**src/logic/ppi_pkg.sv**
```systemverilog
// Package of constants for the programmable parallel I/O port
package ppi_pkg;
    localparam int PPI_W = 8;
    localparam logic [1:0] PPI_SEL_FIRST = 2'h0;
    localparam logic [1:0] PPI_SEL_SECOND = 2'h1;
    localparam logic [1:0] PPI_SEL_THIRD = 2'h2;
    localparam logic [1:0] PPI_SEL_CFG = 2'h3;
    // Configuration word fields
    localparam int CFG_MODE_SET_BIT = 7;
    localparam int CFG_A_IN_BIT = 4;
    localparam int CFG_CU_IN_BIT = 3;
    localparam int CFG_B_IN_BIT = 1;
    localparam int CFG_CL_IN_BIT = 0;
    localparam int CFG_BSR_VAL_BIT = 0;
    localparam int CFG_BSR_SEL_LSB = 1;
    // Reset value: every port direction bit set, so all lines are inputs
    localparam logic [7:0] CFG_RESET = 8'h9b;
    localparam logic [7:0] PORT_RESET = 8'h00;
endpackage

```
**src/logic/ppi_port.sv**
```systemverilog
// Three-port parallel I/O block with host strobe interface
`timescale 1ns/1ps
module ppi_port
    import ppi_pkg::*;
(
    input wire logic clk_i, // 250 MHz clock
    input wire logic sys_rst_i, // Synchronous reset, active high
    input wire logic sel_n_i, // Device select, active low
    input wire logic rd_n_i, // Read strobe, active low
    input wire logic wr_n_i, // Write strobe, active low
    input wire logic [1:0] port_select_lines_i, // Target select
    input wire logic [PPI_W-1:0] host_data_bus_i, // Host bus level in
    output logic [PPI_W-1:0] host_data_bus_o, // Host bus drive value
    output logic host_data_bus_oe_o, // Host bus drive enable
    input wire logic [PPI_W-1:0] first_port_pins_i, // First port pin levels
    output logic [PPI_W-1:0] first_port_pins_o, // First port drive value
    output logic [PPI_W-1:0] first_port_pins_oe_o, // First port drive enables
    input wire logic [PPI_W-1:0] second_port_pins_i, // Second port pin levels
    output logic [PPI_W-1:0] second_port_pins_o, // Second port drive value
    output logic [PPI_W-1:0] second_port_pins_oe_o, // Second port drive enables
    input wire logic [PPI_W-1:0] third_port_pins_i, // Third port pin levels
    output logic [PPI_W-1:0] third_port_pins_o, // Third port drive value
    output logic [PPI_W-1:0] third_port_pins_oe_o // Third port drive enables
);
    import ppi_pkg::*;

    ////////////////////////////////////////////////////////////////////////////
    // Input synchronisers: all host and pin inputs are asynchronous
    logic sel_n_m, rd_n_m, wr_n_m;
    logic sel_n_s, rd_n_s, wr_n_s;
    logic [1:0] psel_m, psel_s;
    logic [PPI_W-1:0] hd_m, hd_s;
    logic [PPI_W-1:0] pa_m, pa_s, pb_m, pb_s, pc_m, pc_s;
    logic sel_n_d, wr_n_d;

    always_ff @(posedge clk_i) begin
        if (sys_rst_i) begin
            sel_n_m <= 1'b1;
            sel_n_s <= 1'b1;
            rd_n_m <= 1'b1;
            rd_n_s <= 1'b1;
            wr_n_m <= 1'b1;
            wr_n_s <= 1'b1;
            sel_n_d <= 1'b1;
            wr_n_d <= 1'b1;
            psel_m <= 2'h0;
            psel_s <= 2'h0;
            hd_m <= PORT_RESET;
            hd_s <= PORT_RESET;
            pa_m <= PORT_RESET;
            pa_s <= PORT_RESET;
            pb_m <= PORT_RESET;
            pb_s <= PORT_RESET;
            pc_m <= PORT_RESET;
            pc_s <= PORT_RESET;
        end else begin
            sel_n_m <= sel_n_i;
            sel_n_s <= sel_n_m;
            rd_n_m <= rd_n_i;
            rd_n_s <= rd_n_m;
            wr_n_m <= wr_n_i;
            wr_n_s <= wr_n_m;
            sel_n_d <= sel_n_s;
            wr_n_d <= wr_n_s;
            psel_m <= port_select_lines_i;
            psel_s <= psel_m;
            hd_m <= host_data_bus_i;
            hd_s <= hd_m;
            pa_m <= first_port_pins_i;
            pa_s <= pa_m;
            pb_m <= second_port_pins_i;
            pb_s <= pb_m;
            pc_m <= third_port_pins_i;
            pc_s <= pc_m;
        end
    end

    ////////////////////////////////////////////////////////////////////////////
    // One-hot target decode shared by the write and read paths, so both
    // sides always agree on which register a select code reaches.
    function automatic logic [3:0] tgt_dec(input logic [1:0] sel);
        logic [3:0] hit;
        hit = 4'h8;
        if (sel == PPI_SEL_FIRST) begin
            hit = 4'h1;
        end else if (sel == PPI_SEL_SECOND) begin
            hit = 4'h2;
        end else if (sel == PPI_SEL_THIRD) begin
            hit = 4'h4;
        end
        return hit;
    endfunction

    ////////////////////////////////////////////////////////////////////////////
    // Write capture on the rising write strobe; select must still be low.
    // Address and data are sampled one cycle after their synchronisers, matching the
    // strobe path so host setup is honoured at the same edge.
    logic wr_commit;
    assign wr_commit = !wr_n_d && wr_n_s && !sel_n_d;

    logic [7:0] cfg_r, cfg_nxt;
    logic [PPI_W-1:0] out_a_r, out_a_nxt, out_b_r, out_b_nxt, out_c_r, out_c_nxt;
    logic [PPI_W-1:0] in_a_r, in_a_nxt;
    logic [PPI_W-1:0] wdat_r;
    logic [1:0] wsel_r;
    logic [3:0] wr_hit;
    assign wr_hit = tgt_dec(wsel_r);

    always_ff @(posedge clk_i) begin
        if (sys_rst_i) begin
            wdat_r <= PORT_RESET;
            wsel_r <= 2'h0;
        end else begin
            wdat_r <= hd_s;
            wsel_r <= psel_s;
        end
    end

    always_comb begin
        cfg_nxt = cfg_r;
        out_a_nxt = out_a_r;
        out_b_nxt = out_b_r;
        out_c_nxt = out_c_r;
        in_a_nxt = pa_s;
        if (wr_commit) begin
            if (wr_hit[0]) begin
                out_a_nxt = wdat_r;
            end else if (wr_hit[1]) begin
                out_b_nxt = wdat_r;
            end else if (wr_hit[2]) begin
                out_c_nxt = wdat_r;
            end else if (wdat_r[CFG_MODE_SET_BIT]) begin
                cfg_nxt = wdat_r;
                out_a_nxt = PORT_RESET;
                out_b_nxt = PORT_RESET;
                out_c_nxt = PORT_RESET;
            end else begin
                out_c_nxt[wdat_r[CFG_BSR_SEL_LSB +: 3]] = wdat_r[CFG_BSR_VAL_BIT];
            end
        end
    end

    always_ff @(posedge clk_i) begin
        if (sys_rst_i) begin
            cfg_r <= CFG_RESET;
            out_a_r <= PORT_RESET;
            out_b_r <= PORT_RESET;
            out_c_r <= PORT_RESET;
            in_a_r <= PORT_RESET;
        end else begin
            cfg_r <= cfg_nxt;
            out_a_r <= out_a_nxt;
            out_b_r <= out_b_nxt;
            out_c_r <= out_c_nxt;
            in_a_r <= in_a_nxt;
        end
    end

    ////////////////////////////////////////////////////////////////////////////
    // Port directions per group; only the basic in/out mode is decoded
    logic a_in, cu_in, b_in, cl_in;
    assign a_in = cfg_r[CFG_A_IN_BIT];
    assign cu_in = cfg_r[CFG_CU_IN_BIT];
    assign b_in = cfg_r[CFG_B_IN_BIT];
    assign cl_in = cfg_r[CFG_CL_IN_BIT];

    assign first_port_pins_o = out_a_r;
    assign second_port_pins_o = out_b_r;
    assign third_port_pins_o = out_c_r;
    assign first_port_pins_oe_o = {PPI_W{!a_in}};
    assign second_port_pins_oe_o = {PPI_W{!b_in}};
    assign third_port_pins_oe_o = {{4{!cu_in}}, {4{!cl_in}}};

    ////////////////////////////////////////////////////////////////////////////
    // Read path; output halves of the third port read back their latch
    logic [PPI_W-1:0] c_view, rd_data_r, rd_data_nxt;
    logic rd_oe_r, rd_oe_nxt;
    logic [3:0] rd_hit;
    assign rd_hit = tgt_dec(psel_s);
    assign c_view = {cu_in ? pc_s[7:4] : out_c_r[7:4],
                     cl_in ? pc_s[3:0] : out_c_r[3:0]};

    always_comb begin
        rd_oe_nxt = !sel_n_s && !rd_n_s && !rd_hit[3];
        if (rd_hit[0]) begin
            rd_data_nxt = a_in ? in_a_r : out_a_r;
        end else if (rd_hit[1]) begin
            rd_data_nxt = b_in ? pb_s : out_b_r;
        end else if (rd_hit[2]) begin
            rd_data_nxt = c_view;
        end else begin
            rd_data_nxt = PORT_RESET;
        end
    end

    always_ff @(posedge clk_i) begin
        if (sys_rst_i) begin
            rd_oe_r <= 1'b0;
            rd_data_r <= PORT_RESET;
        end else begin
            rd_oe_r <= rd_oe_nxt;
            rd_data_r <= rd_data_nxt;
        end
    end

    assign host_data_bus_o = rd_data_r;
    assign host_data_bus_oe_o = rd_oe_r;
endmodule

```
**config.mk**
```make
export PLATFORM = sky130hd
export DESIGN_NAME = ppi_port
export DESIGN_NICKNAME = d
export VERILOG_FILES = /design/src/logic/ppi_pkg.sv /design/src/logic/ppi_port.sv
export SDC_FILE = /design/constraint.sdc
export NUM_CORES = 1
export LEC_CHECK = 0
export BUFFER_PORTS_ARGS = -buffer_cell sky130_fd_sc_hd__buf_2
export CORE_ASPECT_RATIO = 2
export CORE_MARGIN = 2
export CORE_UTILIZATION = 25
export DETAILED_ROUTE_END_ITERATION = 8
export PLACE_DENSITY = 0.53
export RECOVER_POWER = 50
export SYNTH_ARGS = -nofsm -noshare
export SYNTH_HDL_FRONTEND = slang
export SYNTH_SLANG_ARGS = --single-unit
```
**constraint.sdc**
```tcl
create_clock -name clk_i -period 3.1 [get_ports clk_i]
set_input_delay 0.155 -clock clk_i [delete_from_list [all_inputs] [get_ports clk_i]]
set_output_delay 0.155 -clock clk_i [all_outputs]
set_load 0.005 [all_outputs]
```
==> summary.md <==
The run gives 5.12% as the worst-case headroom to the max-slew limit. The hold-critical path endpoint is rd_n_s. Sorting the synthesized cells by how often they occur yields 131 x sky130_fd_sc_hd__dfxtp_1, 88 x sky130_fd_sc_hd__nor2b_1, 33 x sky130_fd_sc_hd__a21oi_1, 29 x sky130_fd_sc_hd__clkbuf_1, 20 x sky130_fd_sc_hd__buf_4. The final-report hold violation count is 0. The synthesized design contains 0 enable-type register cells.

The number of warnings reported in the yosys synthesis log is 0, and the number of primary I/O pins is 96. The net switching power figure is 862 µW, and the portion of total power attributed to sequential cells is 45.4%. The number of gates resized after CTS was 0.

The fmax is 0.447 GHz. The top-area cell type share of the netlist area was 56.1%. Entering global routing, the biggest net connects 78 pins. For the total routing resource utilization after global routing, the log shows 12.1%. Cells fill 33.4% of the core in the end. The most common cell in the netlist was sky130_fd_sc_hd__dfxtp_1. Dividing the final minimum period by the clock period gives 72.2%. Synthesis inferred 131 register bits. Across all register-to-register paths, the minimum setup slack is 0.86 ns.

For the final routed database, the setup TNS stands at 0 ns. The worst setup path is launched from a register. The tightest min-delay check is of the reg2reg type. Counting I/O delays and the setup requirement, the final critical path takes 2.24 ns. The tools report the net total in the final layout as 601.

The tools report the clock root buffer as sky130_fd_sc_hd__clkbuf_16. The count of pins over their slew limit was 0. Setup repair after global routing left no endpoint under its margin.

The detailed router finished its first iteration with 102 violations. Counting every instance in the synthesized netlist gives 457. For the pin with the worst max-slew slack, the measured transition is 1.42 ns. Of all cell types, the one taking the most synthesized area is sky130_fd_sc_hd__dfxtp_1. The CTS H-tree depth was 4. The run finished with clean final reports.

Setup-violating endpoint count in the final report: 0. The remaining antenna violation count after routing was 0; the vias per cell was 4.26. Counting the buffers created by CTS gives 17. After synthesis, the cell types taking the most area are sky130_fd_sc_hd__dfxtp_1 56%, sky130_fd_sc_hd__nor2b_1 12%, sky130_fd_sc_hd__mux2i_1 3.6%, sky130_fd_sc_hd__a21oi_1 3.5%, sky130_fd_sc_hd__buf_4 3.2%. The count of buffers inserted at the top-level ports is 95, and the logic gate share of total power is 4.5%.

Across all hold checks on the routed design, the worst slack comes to 0.410 ns. Critical path capture point type: a register. Clock-pin slew was measured on the worst setup and hold paths at 0.06 ns.

The number of global-route vias before repair is 3420. The logs give 0 for the post-route DRC violation count and 0.00670 ns for the setup clock skew after layout. The tools report the launch instance of the worst min-delay path as rd_n_m. The tools report the net count of the mapped netlist as 500. The clock reaches the later pin of the worst-skew pair after 0.41 ns. The number of different library cells used by synthesis comes to 37. The final routed wire length divided by cell count came out at 14.5 µm. In this run the vertical extent of the chip is 197 µm. The clock passes through at most 2 buffers.

TritonCTS built the clock tree. The internal portion of the total power is 3030 µW. The tools report the data required time of the worst path as 3.34 ns.

The detailed placement HPWL was 8320 µm; the area added between synthesis and finish was 30.6%. Of all flip-flops after synthesis, the portion carrying an async set or reset was 0%. The clock drives 131 sinks. Start-to-end type of the worst setup path: reg2reg. The layout cell share with drive strength beyond 1 was 26.4%. The count of inserted antenna diode cells is 0, and the total standard cell area after synthesis is 4680 µm². The pre-antenna-repair detailed-routing pass consisted of 4 iterations. For this design the ratio of total power to cell area is 637 nW/µm². Of the total power, the clock network draws 50.1%. The average size of a mapped cell works out to 10.2 µm².

The first global-routing pass estimated 18000 µm of wire. Along the worst path, the maximum fanout reaches 10. The number of antenna violations at the first check in global routing is 0, and the maximum ir drop on the vdd rail is 366 µV. Leakage component of the power: 0.00260 µW. The tools report the data arrival time of the worst path as 2.48 ns. Once the floorplan was initialized, standard cells occupied 25.5% of the core. The tools report the area inside the core boundary as 18300 µm². Most frequently used flop master after synthesis: sky130_fd_sc_hd__dfxtp_1. Max-cap violations in this run came to 0. The logs give 3353 for the via total after detailed routing and 0 for the overall overflow remaining after global route.

After floorplanning, the core was divided into 70 placement rows. The worst register-to-register path begins at wsel_r[0]. The sum of routed wire length over all layers came out at 11400 µm.

The cell depth of the worst flop-to-flop path is 6. The area of the die was 19900 µm². The worst register-to-register path ends at first_port_pins_o[1]. The cell depth of the worst min-delay path was 1. The sequential cell area fraction in the yosys report was 56.1%; the width of the die was 101 µm. Net switching is 22.2% of the power.

For the last weighted congestion value of the routability-driven placer, the log shows 0.798.
area by class of cell:
cell class / instances / area, µm²
Timing Repair Buffer: 134 / 858
Multi-Input combinational cell: 264 / 1740
Fill cell: 1859 / 12200
Sequential cell: 131 / 2620
Clock inverter: 15 / 158
Clock buffer: 17 / 425
Inverter: 10 / 37.5
Tap cell: 216 / 270
through the flow:
stage | setup slack [ns] | cell area, µm² | instances | power (µW)
4_1_cts | 0.917 | 6120 | 787 | 3950
3_3_place_gp | 1.05 | 5170 | 718 | 1950
3_5_place_dp | 0.930 | 5170 | 718 | 1950
6_report | 0.863 | 6110 | 787 | 3890
5_1_grt | 0.615 | 6110 | 787 | 4040
2_1_floorplan | 1.17 | 4680 | 457 | 1890
logic make-up after synthesis:
| family | synth area share, % |
|---|---|
| AND/OR/NAND/NOR | 21.1 |
| adder cells (fa/ha/maj) | 1.07 |
| AO/OA/AOI/OAI | 9.63 |
| multiplexers | 5.33 |
| flip-flops | 56.1 |
| buffers and inverters | 6.80 |
worst max-delay path, cell delays in order, from the launching register on:
cell                      delay [ns]
sky130_fd_sc_hd__dfxtp_1        0.36
sky130_fd_sc_hd__inv_1          0.07
sky130_fd_sc_hd__ha_1           0.31
sky130_fd_sc_hd__nor4b_2        0.69
sky130_fd_sc_hd__o21ai_1        0.40
sky130_fd_sc_hd__nand2_1        0.16
sky130_fd_sc_hd__a21oi_1        0.08
what timing repair did:
| item | in CTS | in global routing |
|---|---|---|
| buffers inserted | 0 | 0 |
| hold buffers | 37 | 0 |
| hold endpoints to repair | 37 | 0 |
| endpoints found under the setup margin | 0 | 0 |
cell usage in the layout (no fill, tap or decap), drive strengths merged, types with 17 or more instances in the layout:
cell type,instances
dfxtp,131
buf,95
nor2b,88
dlygate4sd3,37
a21oi,33
nand2,19
clkbuf,19
nand3,17
a211oi,17
mux2i,17
metal layers:
layer	wire length [µm]	part of all wire [%]	vias up	track usage (%)
li1	-	-	1709	-
met1	3920	34	1546	10.9
met2	6740	59	77	23.3
met3	319	2.8	21	2.72
met4	426	3.7	0	7.61
met5	0	0	-	0
worst max-delay path by stage:
stage | startpoint | endpoint | cells after the start
2_1_floorplan | wsel_r[0] | third_port_pins_o[1] | 6
3_3_place_gp | wsel_r[0] | cfg_r[3] | 5
3_5_place_dp | wsel_r[0] | cfg_r[3] | 5
4_1_cts | wsel_r[0] | cfg_r[3] | 5
5_1_grt | wsel_r[0] | first_port_pins_o[5] | 6
6_report | wsel_r[0] | first_port_pins_o[1] | 6
power groups by stage:
stage / Combinational, µW / Clock [µW] / Sequential (µW)
final: 175 / 1950 / 1770
after global placement: 143 / 0 / 1800
after CTS: 181 / 2000 / 1770
after detailed placement: 145 / 0 / 1800
after global routing: 196 / 2070 / 1770
after floorplan: 96.8 / 0 / 1790
(Power assumes the default switching activity.)
